**src/core/smsf_pkg.sv**
```systemverilog
// constants, register map and carrier types of the spi status flag block
package smsf_pkg;

    // fifo geometry
    localparam int          CNT_W         = 6;
    localparam int          FIFO_DEPTH    = 32;

    // register byte offsets
    localparam logic [7:0]  OFF_STATUS    = 8'h10;
    localparam logic [7:0]  OFF_CONTROL   = 8'h14;
    localparam logic [7:0]  OFF_MASK      = 8'h18;
    localparam logic [7:0]  OFF_LINK_CNT  = 8'h1c;

    // status bit positions
    localparam int          ST_DESC_LSB   = 24;
    localparam int          ST_DESC_MSB   = 27;
    localparam int          ST_ACTIVE     = 16;
    localparam int          ST_RX_STALL   = 15;
    localparam int          ST_RX_REQ     = 14;
    localparam int          ST_RX_EMPTY   = 13;
    localparam int          ST_RX_FULL    = 12;
    localparam int          ST_TX_STALL   = 11;
    localparam int          ST_TX_REQ     = 10;
    localparam int          ST_TX_EMPTY   = 9;
    localparam int          ST_TX_FULL    = 8;
    localparam int          ST_PROG_ERR   = 4;

    // control fields
    localparam int          CT_MODE_LSB   = 0;
    localparam int          CT_TXEN_LSB   = 2;
    localparam int          CT_RXEN       = 4;
    localparam int          CT_DESC_EN    = 5;
    localparam int          CT_TXTRG_LSB  = 8;
    localparam int          CT_RXTRG_LSB  = 16;

    // reset values
    localparam logic        RST_RX_EMPTY  = 1'b1;
    localparam logic        RST_TX_EMPTY  = 1'b0;
    localparam logic [31:0] RST_CONTROL   = 32'h0000_0000;
    localparam logic [31:0] RST_MASK      = 32'h0000_0000;

    // interface modes
    localparam logic [1:0]  MODE_SINGLE   = 2'h0;
    localparam logic [1:0]  MODE_RSVD     = 2'h3;
    localparam logic [1:0]  TXEN_OFF      = 2'h0;

    // sticky bits that software can clear, plus the level-driven transmit request, which ignores the clear
    localparam logic [31:0] W1C_BITS      = 32'h0000_cc10;

    typedef logic [CNT_W-1:0] smsf_cnt_t;

    // state reported by the serial engine, same clock
    typedef struct packed {
        logic [3:0] desc_idx;
        logic       xfer_active;
        logic       rx_stall;
        logic       tx_stall;
        smsf_cnt_t  rx_count;
        smsf_cnt_t  tx_count;
    } smsf_engine_s;

    // register port request
    typedef struct packed {
        logic [7:0]  addr;
        logic [31:0] wdata;
        logic        wr;
        logic        rd;
    } smsf_bus_s;

endpackage

```
**src/core/smsf_sync.sv**
```systemverilog
// two-flop synchroniser for levels arriving from outside the clock domain
`timescale 1ns/1ps
module smsf_sync #(
    parameter int W = 1
) (
    // clock and reset
    input  wire logic         clk,
    input  wire logic         rst_n,
    // level in and out
    input  wire logic [W-1:0] d,
    output logic      [W-1:0] q
);

    logic [W-1:0] meta_r;
    logic [W-1:0] sync_r;

    // first stage is read only by the second
    always_ff @(posedge clk) begin
        if (!rst_n) begin
            meta_r <= '0;
            sync_r <= '0;
        end else begin
            meta_r <= d;
            sync_r <= meta_r;
        end
    end

    assign q = sync_r;

endmodule

```
**src/core/smsf_status.sv**
```systemverilog
// status register, control, mask and interrupt logic of the quad serial master
`timescale 1ns/1ps
module smsf_status #(
    parameter int FIFO_DEPTH = smsf_pkg::FIFO_DEPTH
) (
    // clock and reset
    input  wire logic                  CLK,
    input  wire logic                  RSTN,
    // register port
    input  wire smsf_pkg::smsf_bus_s   BUS,
    output logic [31:0]                RDATA,
    // serial engine state
    input  wire smsf_pkg::smsf_engine_s ENGINE,
    // serial clock pin as seen on the link
    input  wire logic                  SCLK_IN,
    // interrupt
    output logic                       IRQ
);

    ////////////////////////////////////////////////////////////////////////
    // declarations

    logic [31:0]         control_r;
    logic [31:0]         mask_r;
    logic [31:0]         rdata_r;
    logic                irq_r;

    logic [3:0]          desc_idx_r;
    logic                active_r;
    logic                rx_stall_r;
    logic                rx_req_r;
    logic                rx_empty_r;
    logic                rx_full_r;
    logic                tx_stall_r;
    logic                tx_req_r;
    logic                tx_empty_r;
    logic                tx_full_r;
    logic                prog_err_r;

    logic                sclk_sync;
    logic                sclk_prev_r;
    logic                sclk_rise;
    logic [31:0]         link_cnt_r;
    logic                active_prev_r;

    logic [31:0]         status;
    logic [31:0]         clr;
    logic                wr_status;
    logic                wr_control;
    logic                wr_mask;
    logic [1:0]          mode;
    logic [1:0]          tx_en;
    logic                rx_en;
    logic                desc_en;
    smsf_pkg::smsf_cnt_t tx_trig;
    smsf_pkg::smsf_cnt_t rx_trig;
    logic                rx_at_mark;
    logic                tx_at_mark;
    logic                bad_setting;
    logic                bad_setting_prev_r;
    logic [31:0]         pending;

    localparam smsf_pkg::smsf_cnt_t DEPTH_CNT = smsf_pkg::smsf_cnt_t'(FIFO_DEPTH);
    localparam smsf_pkg::smsf_cnt_t ZERO_CNT  = '0;

    ////////////////////////////////////////////////////////////////////////
    // write decode

    assign wr_status  = BUS.wr && (BUS.addr == smsf_pkg::OFF_STATUS);
    assign wr_control = BUS.wr && (BUS.addr == smsf_pkg::OFF_CONTROL);
    assign wr_mask    = BUS.wr && (BUS.addr == smsf_pkg::OFF_MASK);

    // only ones written onto clearable bits count; zeros and read-only bits drop out
    assign clr = wr_status ? (BUS.wdata & smsf_pkg::W1C_BITS) : 32'h0000_0000;

    ////////////////////////////////////////////////////////////////////////
    // control fields

    assign mode    = control_r[smsf_pkg::CT_MODE_LSB +: 2];
    assign tx_en   = control_r[smsf_pkg::CT_TXEN_LSB +: 2];
    assign rx_en   = control_r[smsf_pkg::CT_RXEN];
    assign desc_en = control_r[smsf_pkg::CT_DESC_EN];
    assign tx_trig = control_r[smsf_pkg::CT_TXTRG_LSB +: smsf_pkg::CNT_W];
    assign rx_trig = control_r[smsf_pkg::CT_RXTRG_LSB +: smsf_pkg::CNT_W];

    always_ff @(posedge CLK) begin
        if (!RSTN) begin
            control_r <= smsf_pkg::RST_CONTROL;
        end else if (wr_control) begin
            control_r <= BUS.wdata;
        end
    end

    always_ff @(posedge CLK) begin
        if (!RSTN) begin
            mask_r <= smsf_pkg::RST_MASK;
        end else if (wr_mask) begin
            mask_r <= BUS.wdata & smsf_pkg::W1C_BITS;
        end
    end

    ////////////////////////////////////////////////////////////////////////
    // engine state mirrors

    always_ff @(posedge CLK) begin
        if (!RSTN) begin
            desc_idx_r <= 4'h0;
        end else begin
            // index has no meaning outside descriptor mode, so it reads zero there
            desc_idx_r <= desc_en ? ENGINE.desc_idx : 4'h0;
        end
    end

    always_ff @(posedge CLK) begin
        if (!RSTN) begin
            active_r <= 1'b0;
        end else begin
            active_r <= ENGINE.xfer_active;
        end
    end

    ////////////////////////////////////////////////////////////////////////
    // fifo level flags

    always_ff @(posedge CLK) begin
        if (!RSTN) begin
            rx_empty_r <= smsf_pkg::RST_RX_EMPTY;
            rx_full_r  <= 1'b0;
        end else begin
            rx_empty_r <= (ENGINE.rx_count == ZERO_CNT);
            rx_full_r  <= (ENGINE.rx_count >= DEPTH_CNT);
        end
    end

    always_ff @(posedge CLK) begin
        if (!RSTN) begin
            tx_empty_r <= smsf_pkg::RST_TX_EMPTY;
            tx_full_r  <= 1'b0;
        end else begin
            tx_empty_r <= (ENGINE.tx_count == ZERO_CNT);
            tx_full_r  <= (ENGINE.tx_count >= DEPTH_CNT);
        end
    end

    ////////////////////////////////////////////////////////////////////////
    // stall flags: an event in the clearing cycle wins over the clear

    always_ff @(posedge CLK) begin
        if (!RSTN) begin
            rx_stall_r <= 1'b0;
        end else begin
            rx_stall_r <= ENGINE.rx_stall | (rx_stall_r & ~clr[smsf_pkg::ST_RX_STALL]);
        end
    end

    always_ff @(posedge CLK) begin
        if (!RSTN) begin
            tx_stall_r <= 1'b0;
        end else begin
            tx_stall_r <= ENGINE.tx_stall | (tx_stall_r & ~clr[smsf_pkg::ST_TX_STALL]);
        end
    end

    ////////////////////////////////////////////////////////////////////////
    // water-mark requests

    assign rx_at_mark = (ENGINE.rx_count >= rx_trig);
    assign tx_at_mark = (ENGINE.tx_count <= tx_trig);

    // clearing only sticks once the receive count has dropped below the mark
    always_ff @(posedge CLK) begin
        if (!RSTN) begin
            rx_req_r <= 1'b0;
        end else begin
            rx_req_r <= rx_at_mark | (rx_req_r & ~clr[smsf_pkg::ST_RX_REQ]);
        end
    end

    // transmit request follows the level and ignores a clear, so it reads set whenever at the mark
    always_ff @(posedge CLK) begin
        if (!RSTN) begin
            tx_req_r <= 1'b0;
        end else if (!tx_at_mark) begin
            tx_req_r <= 1'b0;
        end else begin
            tx_req_r <= 1'b1;
        end
    end

    ////////////////////////////////////////////////////////////////////////
    // programming error detection

    // reserved mode, or dual/quad with both directions enabled
    assign bad_setting = (mode == smsf_pkg::MODE_RSVD) ||
                         ((mode != smsf_pkg::MODE_SINGLE) && (tx_en != smsf_pkg::TXEN_OFF)
                          && rx_en);

    always_ff @(posedge CLK) begin
        if (!RSTN) begin
            bad_setting_prev_r <= 1'b0;
        end else begin
            bad_setting_prev_r <= bad_setting;
        end
    end

    // set on entry into a bad setting, so a clear while it persists is honoured
    always_ff @(posedge CLK) begin
        if (!RSTN) begin
            prog_err_r <= 1'b0;
        end else begin
            prog_err_r <= (bad_setting & ~bad_setting_prev_r)
                          | (prog_err_r & ~clr[smsf_pkg::ST_PROG_ERR]);
        end
    end

    ////////////////////////////////////////////////////////////////////////
    // link clock observation

    smsf_sync #(
        .W (1)
    ) u_sclk_sync (
        .clk   (CLK),
        .rst_n (RSTN),
        .d     (SCLK_IN),
        .q     (sclk_sync)
    );

    always_ff @(posedge CLK) begin
        if (!RSTN) begin
            sclk_prev_r   <= 1'b0;
            active_prev_r <= 1'b0;
        end else begin
            sclk_prev_r   <= sclk_sync;
            active_prev_r <= active_r;
        end
    end

    assign sclk_rise = sclk_sync & ~sclk_prev_r;

    // serial clock edges of the current transfer; restarts when a transfer begins
    always_ff @(posedge CLK) begin
        if (!RSTN) begin
            link_cnt_r <= 32'h0000_0000;
        end else if (active_r && !active_prev_r) begin
            link_cnt_r <= 32'h0000_0000;
        end else if (active_r && sclk_rise) begin
            link_cnt_r <= link_cnt_r + 32'h0000_0001;
        end
    end

    ////////////////////////////////////////////////////////////////////////
    // status image

    always_comb begin
        status                                          = 32'h0000_0000;
        status[smsf_pkg::ST_DESC_MSB:smsf_pkg::ST_DESC_LSB] = desc_idx_r;
        status[smsf_pkg::ST_ACTIVE]                     = active_r;
        status[smsf_pkg::ST_RX_STALL]                   = rx_stall_r;
        status[smsf_pkg::ST_RX_REQ]                     = rx_req_r;
        status[smsf_pkg::ST_RX_EMPTY]                   = rx_empty_r;
        status[smsf_pkg::ST_RX_FULL]                    = rx_full_r;
        status[smsf_pkg::ST_TX_STALL]                   = tx_stall_r;
        status[smsf_pkg::ST_TX_REQ]                     = tx_req_r;
        status[smsf_pkg::ST_TX_EMPTY]                   = tx_empty_r;
        status[smsf_pkg::ST_TX_FULL]                    = tx_full_r;
        status[smsf_pkg::ST_PROG_ERR]                   = prog_err_r;
    end

    ////////////////////////////////////////////////////////////////////////
    // read port: data valid only in the cycle after the strobe

    always_ff @(posedge CLK) begin
        if (!RSTN) begin
            rdata_r <= 32'h0000_0000;
        end else if (BUS.rd) begin
            unique case (BUS.addr)
                smsf_pkg::OFF_STATUS:   rdata_r <= status;
                smsf_pkg::OFF_CONTROL:  rdata_r <= control_r;
                smsf_pkg::OFF_MASK:     rdata_r <= mask_r;
                smsf_pkg::OFF_LINK_CNT: rdata_r <= link_cnt_r;
                default:                rdata_r <= 32'h0000_0000;
            endcase
        end else begin
            rdata_r <= 32'h0000_0000;
        end
    end

    ////////////////////////////////////////////////////////////////////////
    // interrupt: level, high one cycle after any unmasked W1C_BITS status bit is set

    // one pending term per status bit; read-only bits can never raise the line
    genvar gi;
    generate
        for (gi = 0; gi < 32; gi++) begin : g_pending
            assign pending[gi] = status[gi] & mask_r[gi] & smsf_pkg::W1C_BITS[gi];
        end
    endgenerate

    always_ff @(posedge CLK) begin
        if (!RSTN) begin
            irq_r <= 1'b0;
        end else begin
            irq_r <= |pending;
        end
    end

    assign RDATA = rdata_r;
    assign IRQ   = irq_r;

endmodule

```
**config.mk**
```make
export PLATFORM = sky130hd
export DESIGN_NAME = smsf_status
export DESIGN_NICKNAME = d
export VERILOG_FILES = /design/src/core/smsf_pkg.sv /design/src/core/smsf_sync.sv /design/src/core/smsf_status.sv
export SDC_FILE = /design/constraint.sdc
export NUM_CORES = 1
export LEC_CHECK = 0
export ABC_AREA = 1
export BUFFER_PORTS_ARGS = -buffer_cell sky130_fd_sc_hd__clkbuf_2
export CAP_MARGIN = 20
export CORE_ASPECT_RATIO = 1.75
export CORE_UTILIZATION = 50
export CTS_BUF_LIST = sky130_fd_sc_hd__clkbuf_8
export DETAILED_ROUTE_END_ITERATION = 10
export PLACE_DENSITY = 0.7
export SLEW_MARGIN = 0
export SYNTH_ARGS = -nofsm -noshare
export SYNTH_HDL_FRONTEND = slang
export SYNTH_HIERARCHICAL = 1
export SYNTH_SLANG_ARGS = --single-unit
```
**constraint.sdc**
```tcl
create_clock -name CLK -period 4.29 [get_ports CLK]
set_clock_uncertainty 0.2 [all_clocks]
set_input_delay 0.858 -clock CLK [delete_from_list [all_inputs] [get_ports CLK]]
set_output_delay 0.858 -clock CLK [all_outputs]
set_load 0.05 [all_outputs]
```
-- After elaboration in Yosys (flattened, before gate mapping)
Cells that the tools add are included.
- register bits after elaboration: 121
- input bits: 64
- $add $sub $neg: 1
- magnitude comparators: 4
- eq/ne operators: 5
- muxes and demuxes: 3
- bitwise operators: 22
- reductions and logical operators: 17
- operator list (cell ; number):
    case mux 32 bit (4 select lines) ; 1
    adder 32 x 1 -> 32 bit (second input constant) ; 1
    equality test 8 x 5 -> 1 bit (second input constant) ; 4
    2-to-1 mux 16 bit ; 1
    greater-or-equal comparator 6 bit (second input constant) ; 2
    zero test 6 bit ; 2
    bitwise AND 1 bit ; 11
    logical AND 1 bit ; 7
    inverter 1 bit ; 7
    greater-or-equal comparator 6 bit ; 1
    less-or-equal comparator 6 bit ; 1
    OR reduction 5 bit ; 1
    bitwise OR 1 bit ; 4
    AND reduction 2 bit ; 2
    nonzero test 2 bit ; 2
    equality test 2 bit (second input constant) ; 1
    OR reduction 2 bit ; 1
    zero test 1 bit ; 1
    logical OR 1 bit ; 1
    2-to-1 mux 1 bit ; 1

-- Depth between registers and ports, before layout
- depth after elaboration: 6
- mapped depth: 9
- gate-level depth less buffers: 9

-- Hierarchy
The synthesis kept the hierarchy.
- modules (own cells, without submodules) (module ; instances ; cells each ; area each (µm²) ; sequential area each (µm²)):
    smsf_status ; 1 ; 748 ; 5390.2 ; 2382.3
    smsf_sync ; 1 ; 6 ; 55.1 ; 40.0

-- Worst setup path before layout
Ideal clock, no wire load.
- path type: input port to flip-flop
- start point: in BUS[37] (netlist name)
- end point: reg prog_err_r
- setup time: 0.116 ns
- data arrival time: 1.768 ns
- slack: 2.205 ns
- stages on the path: 7
- cell sequence: inv_1 -> nand3_1 -> nor2_2 -> buf_2 -> nand3_1 -> a21oi_1 -> nor2_1
- longest elaborated chain between the ends: 6
- ends and longest elaborated chain (what ; line ; source):
    start, declared ; smsf_status.sv:10 ; input wire smsf_pkg::smsf_bus_s BUS,
    equality test 8 x 5 -> 1 bit ; smsf_status.sv:69 ; assign wr_status = BUS.wr && (BUS.addr == smsf_pkg::OFF_STATUS);
    logical AND 1 bit ; smsf_status.sv:69 ;
    2-to-1 mux 16 bit ; smsf_status.sv:74 ; assign clr = wr_status ? (BUS.wdata & smsf_pkg::W1C_BITS) : 32'h0000_0000;
    inverter 1 bit ; smsf_status.sv:212 ; | (prog_err_r & ~clr[smsf_pkg::ST_PROG_ERR]);
    bitwise AND 1 bit ; smsf_status.sv:212 ;
    bitwise OR 1 bit ; smsf_status.sv:212 ;
    end signal, assigned ; smsf_status.sv:211 ; prog_err_r <= (bad_setting & ~bad_setting_prev_r)
    end, declared ; smsf_status.sv:38 ; logic prog_err_r;
Every way passes these cells.
A chain may end at the register's enable or synchronous reset.

-- Worst setup path in the final report
- start point: in BUS[34] (netlist name)
- end point: reg rdata_r[11] (netlist: RDATA[11])
- longest elaborated chain between the ends: 2
- ends and longest elaborated chain (what ; line ; source):
    equality test 8 x 5 -> 1 bit ; smsf_status.sv:276 ; unique case (BUS.addr)
    case mux 32 bit (4 select lines) (*) ; smsf_status.sv:276 ;
    end signal, assigned ; smsf_status.sv:277 ; smsf_pkg::OFF_STATUS: rdata_r <= status;
    end signal, assigned ; smsf_status.sv:278 ; smsf_pkg::OFF_CONTROL: rdata_r <= control_r;
    end signal, assigned ; smsf_status.sv:279 ; smsf_pkg::OFF_MASK: rdata_r <= mask_r;
    end, declared ; smsf_status.sv:25 ; logic [31:0] rdata_r;
Every way passes the cells marked *; elsewhere a longest branch is shown, timed or not.

==> flow_metrics.tcl <==
set metrics [dict create \
    synth_compound_area_share_pct 15.2 \
    power_frac_clock_pct 46.6 \
    worst_path_max_delay_cell "nand2_1" \
    nFillCells 1024 \
    grt_pass1_vias 5184 \
    startpoint_type "input port" \
    mostFrequentLayoutCells "dfxtp_1, inv_1, nand2_1" \
    rows 50 \
    slowest_delay_ps 450 \
    final_common_cell "dfxtp_1" \
    core_area_um2 10600 \
    grt_usage_pct 28.3 \
    synthAdderAreaFrac_pct 2.99 \
    relSlewSlack_pct 36.1 \
    vias 5283 \
    ios 97 \
    clk_latency_ps 440 \
    gr-total-overflow 0 \
    syn_area_um2 5450 \
    p_int_mw 1.80 \
    cts_tree "yes" \
    powerDensity_nw_per_um2 361 \
    syn-num-nets 831 \
    drive_above_1_share_pct 17.9 \
    cp.arrival_ps 2560 \
    crit_cells 9 \
    yosysSeqAreaShare_pct 44.5 \
    fin_crit_sh_pct 55.5 \
    root_buffer "clkbuf_8" \
    drtPass1Iterations 7 \
    synth_simple_gate_area_share_pct 25.7 \
    switching_share_pct 22.5 \
    diodes 0 \
    wl_um 14900 \
    dpl.hpwl_um 11400 \
    p_leak_nw 2.71 \
    fmax_mhz 420 \
    synth_edf_count 0 \
    numCtsBuffers 17 \
    regArea_um2 2420 \
    setup_viol 0 \
    antenna_found_initial 0 \
    clk_pin_slew_worst_paths_ps 70 \
    drc_errors 0 \
    p_comb_share_pct 4.5 \
    place_worst_setup_slack_ps 1500 \
    synth_xor_area_share_pct 0.804 \
    rsz0062_at_grt "false" \
    synth_flop_cell "dfxtp_1" \
    slew_viol_final 0 \
    crit_type "in2reg" \
    die_w_um 80.9 \
    ir_drop_v 0.000265 \
    synth_top_family_by_area "simple AND/OR/NAND/NOR gates" \
    path_buf_inv 3 \
    synth_area_per_cell_um2 7.22 \
    reg2regPathDepth 8 \
    yosysUniqueCellTypes 34 \
    finalInstanceArea_um2 6420 \
    ctsResizeCount 0 \
    clock-sinks 121 \
    finalHoldViolCount 0 \
    muxShareOfSynthArea_pct 0 \
    via_per_inst 5.33 \
    cp_top_family "simple AND/OR/NAND/NOR gates" \
    grt_max_degree 48 \
    p_switching_mw 0.521 \
    worstMarginPinSlew_ps 959 \
    ant_nets 0 \
    worst_hold_slack_ps 226 \
    ctsLongestPathBuffers 2 \
    hp-class "reg2reg" \
    ys_seq_elements 121 \
    io_buffers 96 \
    yosysWarnings 6 \
    cts_max_level 4 \
    nNetsFinal 926 \
    multi_input_area_um2 2440 \
    maxCapViolCount 0 \
    async_flop_share_pct 0 \
    placed_area_um2 6010 \
    setup_ws_ps 1910 \
    cp_max_fo 21 \
    status "finished clean" \
    seqPwrFrac_pct 49.0 \
    initial_core_util_pct 51.2 \
    drtIter0Drc 280 \
    die-area_um2 11300 \
    grt_pass1_wl_um 24100 \
    post_cts_buffers 0 \
    cts_hold_buffers 0 \
    die_y_um 140 \
    crit_path_end_kind "flop" \
    syn_inst 754 \
    holdPathStages 2 \
    area_growth_pct 17.9 \
    period_minus_slack_ps 2380 \
    wl_per_cell_um 15.0 \
    path_cells "clkbuf_2 > inv_1 > nand2_1 > nor3_2 > buf_4 > nand2_1 > o21ai_0 > nor2_1 > nor2_1" \
    gp_congestion 0.895 \
    fin_tns_setup_ps 0 \
    worstPathRequired_ps 4460 \
]
through the flow:
stage	util (%)	std cells	total power [mW]
6_report	60.4	991	2.32
5_1_grt	60.4	991	2.39
4_1_cts	60.4	991	2.33
3_5_place_dp	56.5	960	1.26
3_3_place_gp	56.5	960	1.26
2_1_floorplan	-	754	1.21
layer usage:
metal	wire length (um)	global-route usage, %
met2	7950	49.0
met3	583	6.71
met5	0	0
met4	745	16.8
met1	5630	30.2
cells in the mapped netlist, types with 2 or more instances:
cell,count,share of area (%)
o21ai_1,20,1.8
nor2_2,6,0.69
nand3_1,63,5.8
nor2_1,79,5.4
ha_1,13,3.0
nor2_4,3,0.62
nand2_2,3,0.34
a22o_1,2,0.32
nand3_2,2,0.37
inv_2,5,0.34
o21bai_1,3,0.41
nor3_1,5,0.46
dfxtp_1,121,44
a21oi_1,69,6.3
inv_1,118,8.1
o22ai_1,14,1.6
buf_2,16,1.5
and2_1,15,1.7
clkbuf_1,8,0.55
nor4_1,2,0.23
xor2_1,5,0.80
nand4_1,11,1.3
buf_4,2,0.28
nand2_1,115,7.9
o21ai_0,45,4.1
area by class of cell:
cell class / count / share of cell area, %
repair buffers: 102 / 8.18
inverters: 123 / 7.19
well taps: 130 / 2.53
flip-flops and latches: 121 / 37.7
clock buffers: 21 / 4.50
multi-input cells: 484 / 37.9
clock inverters: 10 / 1.95
worst register-to-register path, stage by stage (launching register included):
cell	delay, ps
dfxtp_1	440
nand2_1	130
nor2_4	350
nand3_1	300
nor2_2	230
nand3_1	100
nand2_1	80
inv_1	30
nor2_1	80
cells by family (layout without fill, tap and decap cells):
group / Yosys count / after routing
AOI/OAI and AO/OA: 157 / 157
xor gates and xnor gates: 5 / 5
adders and majority gates: 13 / 13
buffers and inverters: 149 / 256
DFF: 121 / 121
and+or+nand+nor: 309 / 309
state kept, by name (all words and copies together), names as in the netlist, 4 cells and up:
| signal | flops |
|---|---|
| RDATA | 32 |
| control_r | 32 |
| desc_idx_r | 4 |
| link_cnt_r | 32 |
| mask_r | 5 |
power groups by stage:
| stage | combinational (mW) | clock (mW) | sequential, mW |
|---|---|---|---|
| 2_1_floorplan | 0.0542 | 0 | 1.16 |
| 3_3_place_gp | 0.0997 | 0 | 1.16 |
| 3_5_place_dp | 0.103 | 0 | 1.16 |
| 4_1_cts | 0.103 | 1.09 | 1.13 |
| 5_1_grt | 0.115 | 1.14 | 1.13 |
| 6_report | 0.103 | 1.08 | 1.14 |
final timing paths:
kind	start	to	slack, ps
worst min-delay path	u_sclk_sync/meta_r$_SDFF_PN0_	u_sclk_sync/q$_SDFF_PN0_	230
worst max-delay path	BUS[34]	RDATA[11]$_SDFF_PN0_	1910
worst min register to register	u_sclk_sync/meta_r$_SDFF_PN0_	u_sclk_sync/q$_SDFF_PN0_	230
worst max register to register	active_r$_SDFF_PN0_	link_cnt_r[24]$_SDFFE_PP0P_	2300
(Power assumes the default switching activity.)
